**config.mk**
```make
export PLATFORM = sky130hd
export DESIGN_NAME = tlt_regs
export DESIGN_NICKNAME = d
export VERILOG_FILES = /design/src/shared/tlt_pkg.sv /design/src/logic/tlt_regs.sv /design/src/logic/tlt_trim_mux.sv
export VERILOG_INCLUDE_DIRS = /design/src /design/src/shared
export SDC_FILE = /design/constraint.sdc
export NUM_CORES = 1
export LEC_CHECK = 0
export BUFFER_PORTS_ARGS = -buffer_cell sky130_fd_sc_hd__buf_4
export CAP_MARGIN = 20
export CELL_PAD_IN_SITES_DETAIL_PLACEMENT = 0
export CELL_PAD_IN_SITES_GLOBAL_PLACEMENT = 1
export CORE_MARGIN = 2
export CORE_UTILIZATION = 39
export DETAILED_ROUTE_END_ITERATION = 8
export PLACE_DENSITY = 0.95
export RECOVER_POWER = 100
export SLEW_MARGIN = 20
export SYNTH_ARGS = -nofsm -noshare
export SYNTH_HDL_FRONTEND = slang
export SYNTH_HIERARCHICAL = 1
export SYNTH_SLANG_ARGS = --single-unit
```
**constraint.sdc**
```tcl
create_clock -name hclk -period 3.55 [get_ports hclk]
set_input_delay 0.1775 -clock hclk [delete_from_list [all_inputs] [get_ports hclk]]
set_output_delay 0.1775 -clock hclk [all_outputs]
set_load 0.005 [all_outputs]
```
**src/shared/tlt_defs.svh**
```systemverilog
// Purpose: register offsets, field positions, reset values for the tx length / trim block
// Assumes: byte address = 4 * printed register index
// Notes: definitions only
`ifndef TLT_DEFS_SVH
`define TLT_DEFS_SVH
// ----------------------------------------
// register indices
// ----------------------------------------
`define TLT_IDX_CNT_HIGH 8'h1d
`define TLT_IDX_CNT_LOW 8'h1e
`define TLT_IDX_RATE 8'h1f
`define TLT_IDX_ADC 8'h20
`define TLT_IDX_TRIM 8'h21
`define TLT_IDX_CAL_DISP 8'h23
`define TLT_IDX_IRQ_STAT 8'h30
`define TLT_IDX_IRQ_MASK 8'h31
// ----------------------------------------
// fields and resets
// ----------------------------------------
`define TLT_RST_BYTE 8'h00
`define TLT_SPLIT_NONE 3'h0
`define TLT_TRIM_SEL_BIT 7
`define TLT_TRIM_HI 6
`define TLT_TRIM_LO 3
`define TLT_CNT_LOW_HI 7
`define TLT_CNT_LOW_LO 3
`define TLT_SPLIT_HI 2
`define TLT_RATE_HI 7
`define TLT_RATE_LO 4
`define TLT_IRQ_PAR 0
`define TLT_IRQ_CAL 1
`define TLT_TRIM_PAD 3'h0
`define TLT_NIB_ZERO 4'h0
`define TLT_CAL_HI 7
`define TLT_CAL_LO 4
`define TLT_IRQ_W 2
`define TLT_OKAY 2'h0
`endif

```
**src/shared/tlt_pkg.sv**
```systemverilog
// Purpose: types for the tx length / trim register block
// Assumes: AHB-Lite slave with 32-bit data
// Notes: constants live in tlt_defs.svh
package tlt_pkg;
  typedef struct packed {
    logic [12:0] full_bytes;
    logic [2:0] split_bits;
    logic bit_frame;
    logic no_parity;
  } tlt_tx_cfg_s;
  typedef struct packed {
    logic sel;
    logic write;
    logic [7:0] index;
  } tlt_req_s;
  typedef enum logic [2:0] {
    TLT_IDLE = 3'b001,
    TLT_WR = 3'b010,
    TLT_RD = 3'b100
  } tlt_phase_e;
endpackage
```
**src/logic/tlt_regs.sv**
```systemverilog
// Purpose: tx byte count, split bits, bit rate / adc display, antenna trim control
// Assumes: AHB-Lite single word transfers, zero wait states, always OKAY
// Notes: one-cycle restore-defaults pulse clears the count, trim and display registers, not the irq mask, status or tx snapshot
//
// Notes on behaviour
// - thirteen-bit full byte count, eight high bits then five low bits, up to 8191.
// - three-bit split count; zero means every transmitted byte is complete.
// - nonzero split count makes type A transmit a bit-oriented anticollision frame.
// - partial last byte means the frame goes out without parity bits.
// - anticollision bit, idle card, nonzero split, wake-up-A command raise parity interrupt.
// - detected active-mode bit rate shown read-only in upper nibble, lower nibble zero.
// - latest eight-bit converter result shown read-only.
// - trim select zero uses calibration result, one uses manual trim value.
// - manual trim bit one turns on transistor on both pin groups, bit 6 msb.
// - count and trim control registers reset to zero at power-up and restore-defaults.
// - bit rate and converter displays clear to zero at power-up and restore-defaults.
// - calibration result kept in its own display register, drives trims in auto mode.
//
// Chosen here: register access over AHB-Lite.
`include "tlt_defs.svh"
module tlt_regs
  import tlt_pkg::*;
(
  input wire logic hclk,
  input wire logic hresetn,
  input wire logic hsel,
  input wire logic [31:0] haddr,
  input wire logic [1:0] htrans,
  input wire logic hwrite,
  input wire logic [2:0] hsize,
  input wire logic [31:0] hwdata,
  input wire logic hready,
  output logic [31:0] hrdata,
  output logic hreadyout,
  output logic hresp,
  input wire logic restore_defaults,
  input wire logic tx_start,
  input wire logic iso_a_mode,
  input wire logic anticoll_ctl,
  input wire logic card_idle,
  input wire logic wakeup_a_cmd,
  input wire logic rate_valid,
  input wire logic [3:0] rate_code,
  input wire logic adc_valid,
  input wire logic [7:0] adc_value,
  input wire logic cal_valid,
  input wire logic [3:0] cal_trim,
  input wire logic cal_error,
  output tlt_tx_cfg_s tx_cfg,
  output logic [3:0] trim_pins_group_one,
  output logic [3:0] trim_pins_group_two,
  output logic irq
);
  // ----------------------------------------
  // bus capture
  // ----------------------------------------
  tlt_req_s req_reg, req_next;
  logic take;
  always_comb begin
    take = hsel & hready & htrans[1];
    req_next = '{sel: take, write: hwrite, index: haddr[9:2]};
  end
  always_ff @(posedge hclk or negedge hresetn) begin
    if (!hresetn) begin
      req_reg <= '0;
    end else begin
      req_reg <= req_next;
    end
  end
  // ----------------------------------------
  // register state
  // ----------------------------------------
  logic [7:0] cnt_high_reg, cnt_high_next;
  logic [7:0] cnt_low_reg, cnt_low_next;
  logic [7:0] rate_reg, rate_next;
  logic [7:0] adc_reg, adc_next;
  logic [7:0] trim_reg, trim_next;
  logic [7:0] cal_reg, cal_next;
  logic [`TLT_IRQ_W-1:0] stat_reg, stat_next, mask_reg, mask_next, ev;
  tlt_tx_cfg_s cfg_next;
  logic wr;
  logic [7:0] wb;
  always_comb begin
    wr = req_reg.sel & req_reg.write;
    wb = hwdata[7:0];
    cnt_high_next = cnt_high_reg;
    cnt_low_next = cnt_low_reg;
    trim_next = trim_reg;
    mask_next = mask_reg;
    if (wr && req_reg.index == `TLT_IDX_CNT_HIGH) cnt_high_next = wb;
    if (wr && req_reg.index == `TLT_IDX_CNT_LOW) cnt_low_next = wb;
    // unused trim bits are dropped on write so they always read back as zero
    if (wr && req_reg.index == `TLT_IDX_TRIM) begin
      trim_next = {wb[`TLT_TRIM_SEL_BIT:`TLT_TRIM_LO], `TLT_TRIM_PAD};
    end
    if (wr && req_reg.index == `TLT_IDX_IRQ_MASK) mask_next = wb[`TLT_IRQ_W-1:0];
    // restore wins over a write landing in the same cycle
    if (restore_defaults) begin
      cnt_high_next = `TLT_RST_BYTE;
      cnt_low_next = `TLT_RST_BYTE;
      trim_next = `TLT_RST_BYTE;
    end
  end
  always_ff @(posedge hclk or negedge hresetn) begin
    if (!hresetn) begin
      cnt_high_reg <= `TLT_RST_BYTE;
      cnt_low_reg <= `TLT_RST_BYTE;
      trim_reg <= `TLT_RST_BYTE;
      mask_reg <= '0;
    end else begin
      cnt_high_reg <= cnt_high_next;
      cnt_low_reg <= cnt_low_next;
      trim_reg <= trim_next;
      mask_reg <= mask_next;
    end
  end
  // ----------------------------------------
  // display registers
  // ----------------------------------------
  // software writes never reach the displays; only the result pulses and restore-defaults load them
  always_comb begin
    rate_next = rate_reg;
    adc_next = adc_reg;
    cal_next = cal_reg;
    // rate display keeps only the upper nibble
    if (rate_valid) rate_next = {rate_code, `TLT_NIB_ZERO};
    if (adc_valid) adc_next = adc_value;
    if (cal_valid) cal_next = {cal_trim, cal_error, `TLT_TRIM_PAD};
    if (restore_defaults) begin
      rate_next = `TLT_RST_BYTE;
      adc_next = `TLT_RST_BYTE;
      cal_next = `TLT_RST_BYTE;
    end
  end
  always_ff @(posedge hclk or negedge hresetn) begin
    if (!hresetn) begin
      rate_reg <= `TLT_RST_BYTE;
      adc_reg <= `TLT_RST_BYTE;
      cal_reg <= `TLT_RST_BYTE;
    end else begin
      rate_reg <= rate_next;
      adc_reg <= adc_next;
      cal_reg <= cal_next;
    end
  end
  // ----------------------------------------
  // events and interrupt
  // ----------------------------------------
  always_comb begin
    ev = '0;
    ev[`TLT_IRQ_PAR] = wakeup_a_cmd & anticoll_ctl & card_idle
                     & (cnt_low_reg[`TLT_SPLIT_HI:0] != `TLT_SPLIT_NONE);
    ev[`TLT_IRQ_CAL] = cal_valid & cal_error;
    stat_next = stat_reg;
    if (wr && req_reg.index == `TLT_IDX_IRQ_STAT) stat_next = stat_reg & ~wb[`TLT_IRQ_W-1:0];
    // set after clear so a same-cycle event is never lost
    stat_next = stat_next | ev;
  end
  always_ff @(posedge hclk or negedge hresetn) begin
    if (!hresetn) begin
      stat_reg <= '0;
    end else begin
      stat_reg <= stat_next;
    end
  end
  // ----------------------------------------
  // transmit snapshot
  // ----------------------------------------
  always_comb begin
    cfg_next = tx_cfg;
    if (tx_start) begin
      // snapshot keeps an active frame stable against later writes
      cfg_next.full_bytes = {cnt_high_reg, cnt_low_reg[`TLT_CNT_LOW_HI:`TLT_CNT_LOW_LO]};
      cfg_next.split_bits = cnt_low_reg[`TLT_SPLIT_HI:0];
      cfg_next.bit_frame = iso_a_mode
                         & (cnt_low_reg[`TLT_SPLIT_HI:0] != `TLT_SPLIT_NONE);
      cfg_next.no_parity = cnt_low_reg[`TLT_SPLIT_HI:0] != `TLT_SPLIT_NONE;
    end
  end
  always_ff @(posedge hclk or negedge hresetn) begin
    if (!hresetn) begin
      tx_cfg <= '0;
    end else begin
      tx_cfg <= cfg_next;
    end
  end
  assign irq = |(stat_reg & mask_reg);
  // ----------------------------------------
  // read data
  // ----------------------------------------
  logic [7:0] rd_byte;
  logic [31:0] rdata_reg, rdata_next;
  always_comb begin
    case (haddr[9:2])
      `TLT_IDX_CNT_HIGH: rd_byte = cnt_high_reg;
      `TLT_IDX_CNT_LOW: rd_byte = cnt_low_reg;
      `TLT_IDX_RATE: rd_byte = rate_reg;
      `TLT_IDX_ADC: rd_byte = adc_reg;
      `TLT_IDX_TRIM: rd_byte = trim_reg;
      `TLT_IDX_CAL_DISP: rd_byte = cal_reg;
      `TLT_IDX_IRQ_STAT: rd_byte = {6'h0, stat_reg};
      `TLT_IDX_IRQ_MASK: rd_byte = {6'h0, mask_reg};
      default: rd_byte = 8'h00;
    endcase
    rdata_next = (take && !hwrite) ? {24'h0, rd_byte} : rdata_reg;
  end
  always_ff @(posedge hclk or negedge hresetn) begin
    if (!hresetn) begin
      rdata_reg <= '0;
    end else begin
      rdata_reg <= rdata_next;
    end
  end
  assign hrdata = rdata_reg;
  assign hreadyout = 1'b1;
  assign hresp = 1'b0;
  // ----------------------------------------
  // trim switches
  // ----------------------------------------
  tlt_trim_mux u_mux (
    .manual_sel(trim_reg[`TLT_TRIM_SEL_BIT]),
    .manual_code(trim_reg[`TLT_TRIM_HI:`TLT_TRIM_LO]),
    .cal_code(cal_reg[`TLT_CAL_HI:`TLT_CAL_LO]),
    .trim_pins_group_one(trim_pins_group_one),
    .trim_pins_group_two(trim_pins_group_two)
  );
endmodule

```
**src/logic/tlt_trim_mux.sv**
```systemverilog
// Purpose: selects the source of the lc trim switches
// Assumes: both pin groups share one code
// Notes: purely combinational
module tlt_trim_mux
  import tlt_pkg::*;
(
  input wire logic manual_sel,
  input wire logic [3:0] manual_code,
  input wire logic [3:0] cal_code,
  output logic [3:0] trim_pins_group_one,
  output logic [3:0] trim_pins_group_two
);
  logic [3:0] code;
  always_comb begin
    code = manual_sel ? manual_code : cal_code;
    trim_pins_group_one = code;
    trim_pins_group_two = code;
  end
endmodule

```
==> flow_summary.toml <==
[layout]
final_core_utilization_pct = 49.0
antennaDiodeCount = 0
nets = 504
largest_register_ffs = 18
final_cells = 538
layout_commonest_cell = "dfrtp_1"
fillers = 850
layout_common_cells = "dfrtp_1 (78), nor2_1 (42), mux2i_1 (40), buf_4 (40), clkbuf_4 (29)"
drive_above_1_share_pct = 28.4
stdcell_area_um2 = 4520
synthToLayoutAreaGrowth_pct = 21.4

[floorplan]
start_util_pct = 40.3
fp.dieW_um = 102
die_h_um = 102
core_area_um2 = 9240
dieArea_um2 = 10300
io_pins = 161
row_count = 35

[global_routing]
grt_max_degree = 79
gr-total-overflow = 0
grt_pass1_wl_um = 13500
antenna_found_initial = 0
grt_pass1_vias = 2688
grt_usage_pct = 17.3

[power_and_ir_drop]
comb_power_share_pct = 9.6
peakVddDrop_uv = 237
clkPwrFrac_pct = 37.2
seqPwrFrac_pct = 53.2
p_leak_nw = 2.15
sw_frac_of_total_pct = 24.5
power_mw = 1.73
power_density_nw_per_um2 = 382
p_int_mw = 1.30
switching_power_mw = 0.423

[route]
drt-total-wl_um = 8670
vias = 2683
drc = 0
drt_first_pass_iters = 4
drt_iter0_drc = 150
wl_per_cell_um = 16.1
vias_per_cell = 4.99
drtAntennaViolNets = 0

[clocking]
root_buffer = "clkbuf_8"
cts_tree = "done"
cts.sinks = 78
clkLatencyLatePin_ns = 0.35
post_cts_buffers = 0
htreeDepth = 3
path_clk_slew_ns = 0.08
cts_resized = 0
cts_buffer_depth = 2
cts_buffers = 9

[yosys]
syn_avg_cell_area_um2 = 11.5
yosys_register_bits = 78
syn_inst = 324
seq_area_frac_synth_pct = 52.4
synth-async-reset-ratio_pct = 100
ys_types = 39
netlist_area_um2 = 3720
synth_edf_count = 0
yosysWarnings = 6
synth_flop_cell = "dfrtp_1"

[worst_setup_path]
reg2reg_depth = 4
critPathMaxStageDelay_ns = 1.17
worst_path_max_delay_cell = "nor4_2"
path_class = "reg2reg"
arrival_ns = 2.56
crit_chain = "nand4bb_1, nor4_2, mux2i_1, nor2_1"
critPathRequiredTime_ns = 3.78
critPathCaptureType = "flip-flop"
path_max_fanout = 8
start_kind = "flip-flop"

[job]
maxCapViolCount = 1

[timing]
fin_crit_sh_pct = 65.7
slew_headroom_pct = -23.6
worstMarginPinSlew_ns = 1.85
tns_ns = 0
period_needed_ns = 2.33
hold_violations = 0
rsz0062_at_grt = "false"
max_freq_ghz = 0.429
clock_skew_ns = 0.00876
final-max-slew-violation-count = 33
setup_viol = 0

[place]
place_area_um2 = 4310
gp_congestion = 0.857
port_buffers = 82
dp.cells = 513
hpwl_um = 6380

[min_path]
hold_depth = 3
min_path_type = "in2reg"

[status]
status = "finished with violations"
violations = "capacitance limit, slew limit"
-- per-layer routing --
layer	wire length (um)	share of wire [%]	vias up	GRT usage (%)
met4	160	1.8	0	6.55
li1	-	-	1251	-
met1	3710	43	1326	22.7
met3	524	6.0	15	3.73
met2	4270	49	91	28.1
met5	0	0	-	0
-- kinds of logic (layout without fill, tap and decap cells) --
| group | count (synthesis) | count (layout) | synth area share, % |
|---|---|---|---|
| and+or+nand+nor | 88 | 88 | 12.2 |
| DFF | 78 | 78 | 52.4 |
| muxes | 71 | 71 | 20.1 |
| buffers and inverters | 52 | 113 | 8.53 |
| AOI/OAI and AO/OA | 33 | 33 | 6.58 |
| other | 2 | 26 | 0.202 |
-- synthesized netlist by cell type (all sizes together) (3+ instances only) --
cell type,number,area share [%]
nor3,5,0.67
dfrtp,78,52
o21ai,7,0.94
mux2i,40,11
mux2,31,9.4
or2,3,0.50
nand2,14,1.4
inv,5,0.50
buf,34,6.7
a22oi,6,1.2
a311oi,3,0.71
nand4b,3,0.71
nor4,7,1.7
a221oi,3,0.71
nor2,42,4.2
a22o,5,1.2
or4,3,0.71
clkbuf,13,1.3
o31ai,3,0.60
nand3,3,0.40
-- per-stage QoR --
stage | hold slack (ns) | worst slack, ns
after floorplan | -0.118 | 1.84
after global placement | 0.300 | 1.65
after detailed placement | 0.301 | 1.57
after CTS | 0.0191 | 1.53
after global routing | 0.0752 | 1.03
final | 0.0691 | 1.22
-- path summary, 6_finish.rpt --
kind	start	end	slack, ns
worst max-delay path	req_reg[6]	cnt_high_reg[1]	1.22
worst min-delay path	rate_code[3]	rate_reg[7]	0.07
worst max register to register	req_reg[6]	cnt_high_reg[1]	1.22
worst min register to register	hrdata[2]	hrdata[2]	0.49
max in group asynchronous	hresetn	cnt_low_reg[4]	1.62
min in group asynchronous	hresetn	cnt_high_reg[7]	0.87
-- critical path: cells and delay by family (launching register included) --
| kind | cells | cell delay [ns] |
|---|---|---|
| mux | 1 | 0.31 |
| simple gates | 3 | 1.54 |
| flops | 1 | 0.36 |
-- power groups by stage --
stage | Combinational [mW] | Sequential (mW) | Clock (mW)
floorplan | 0.0984 | 0.933 | 0
global route | 0.183 | 0.922 | 0.695
detailed placement | 0.163 | 0.938 | 0
CTS | 0.170 | 0.920 | 0.663
finish | 0.165 | 0.920 | 0.643
global placement | 0.158 | 0.936 | 0
-- layout make-up --
cell class	count	area (um^2)	share of cell area (%)
inverters	5	18.8	0.415
repair buffers	92	671	14.8
well taps	129	161	3.57
clock buffers	10	128	2.82
multi-input cells	218	1530	33.8
clock inverters	6	62.6	1.38
flip-flops and latches	78	1950	43.2
-- repair_timing --
action                                 4_1_cts  5_1_grt
setup endpoints to repair                    0        0
endpoints found under the hold margin        7       32
hold buffers                                 7        1
No activity file was read; power rests on OpenSTA's default activity.
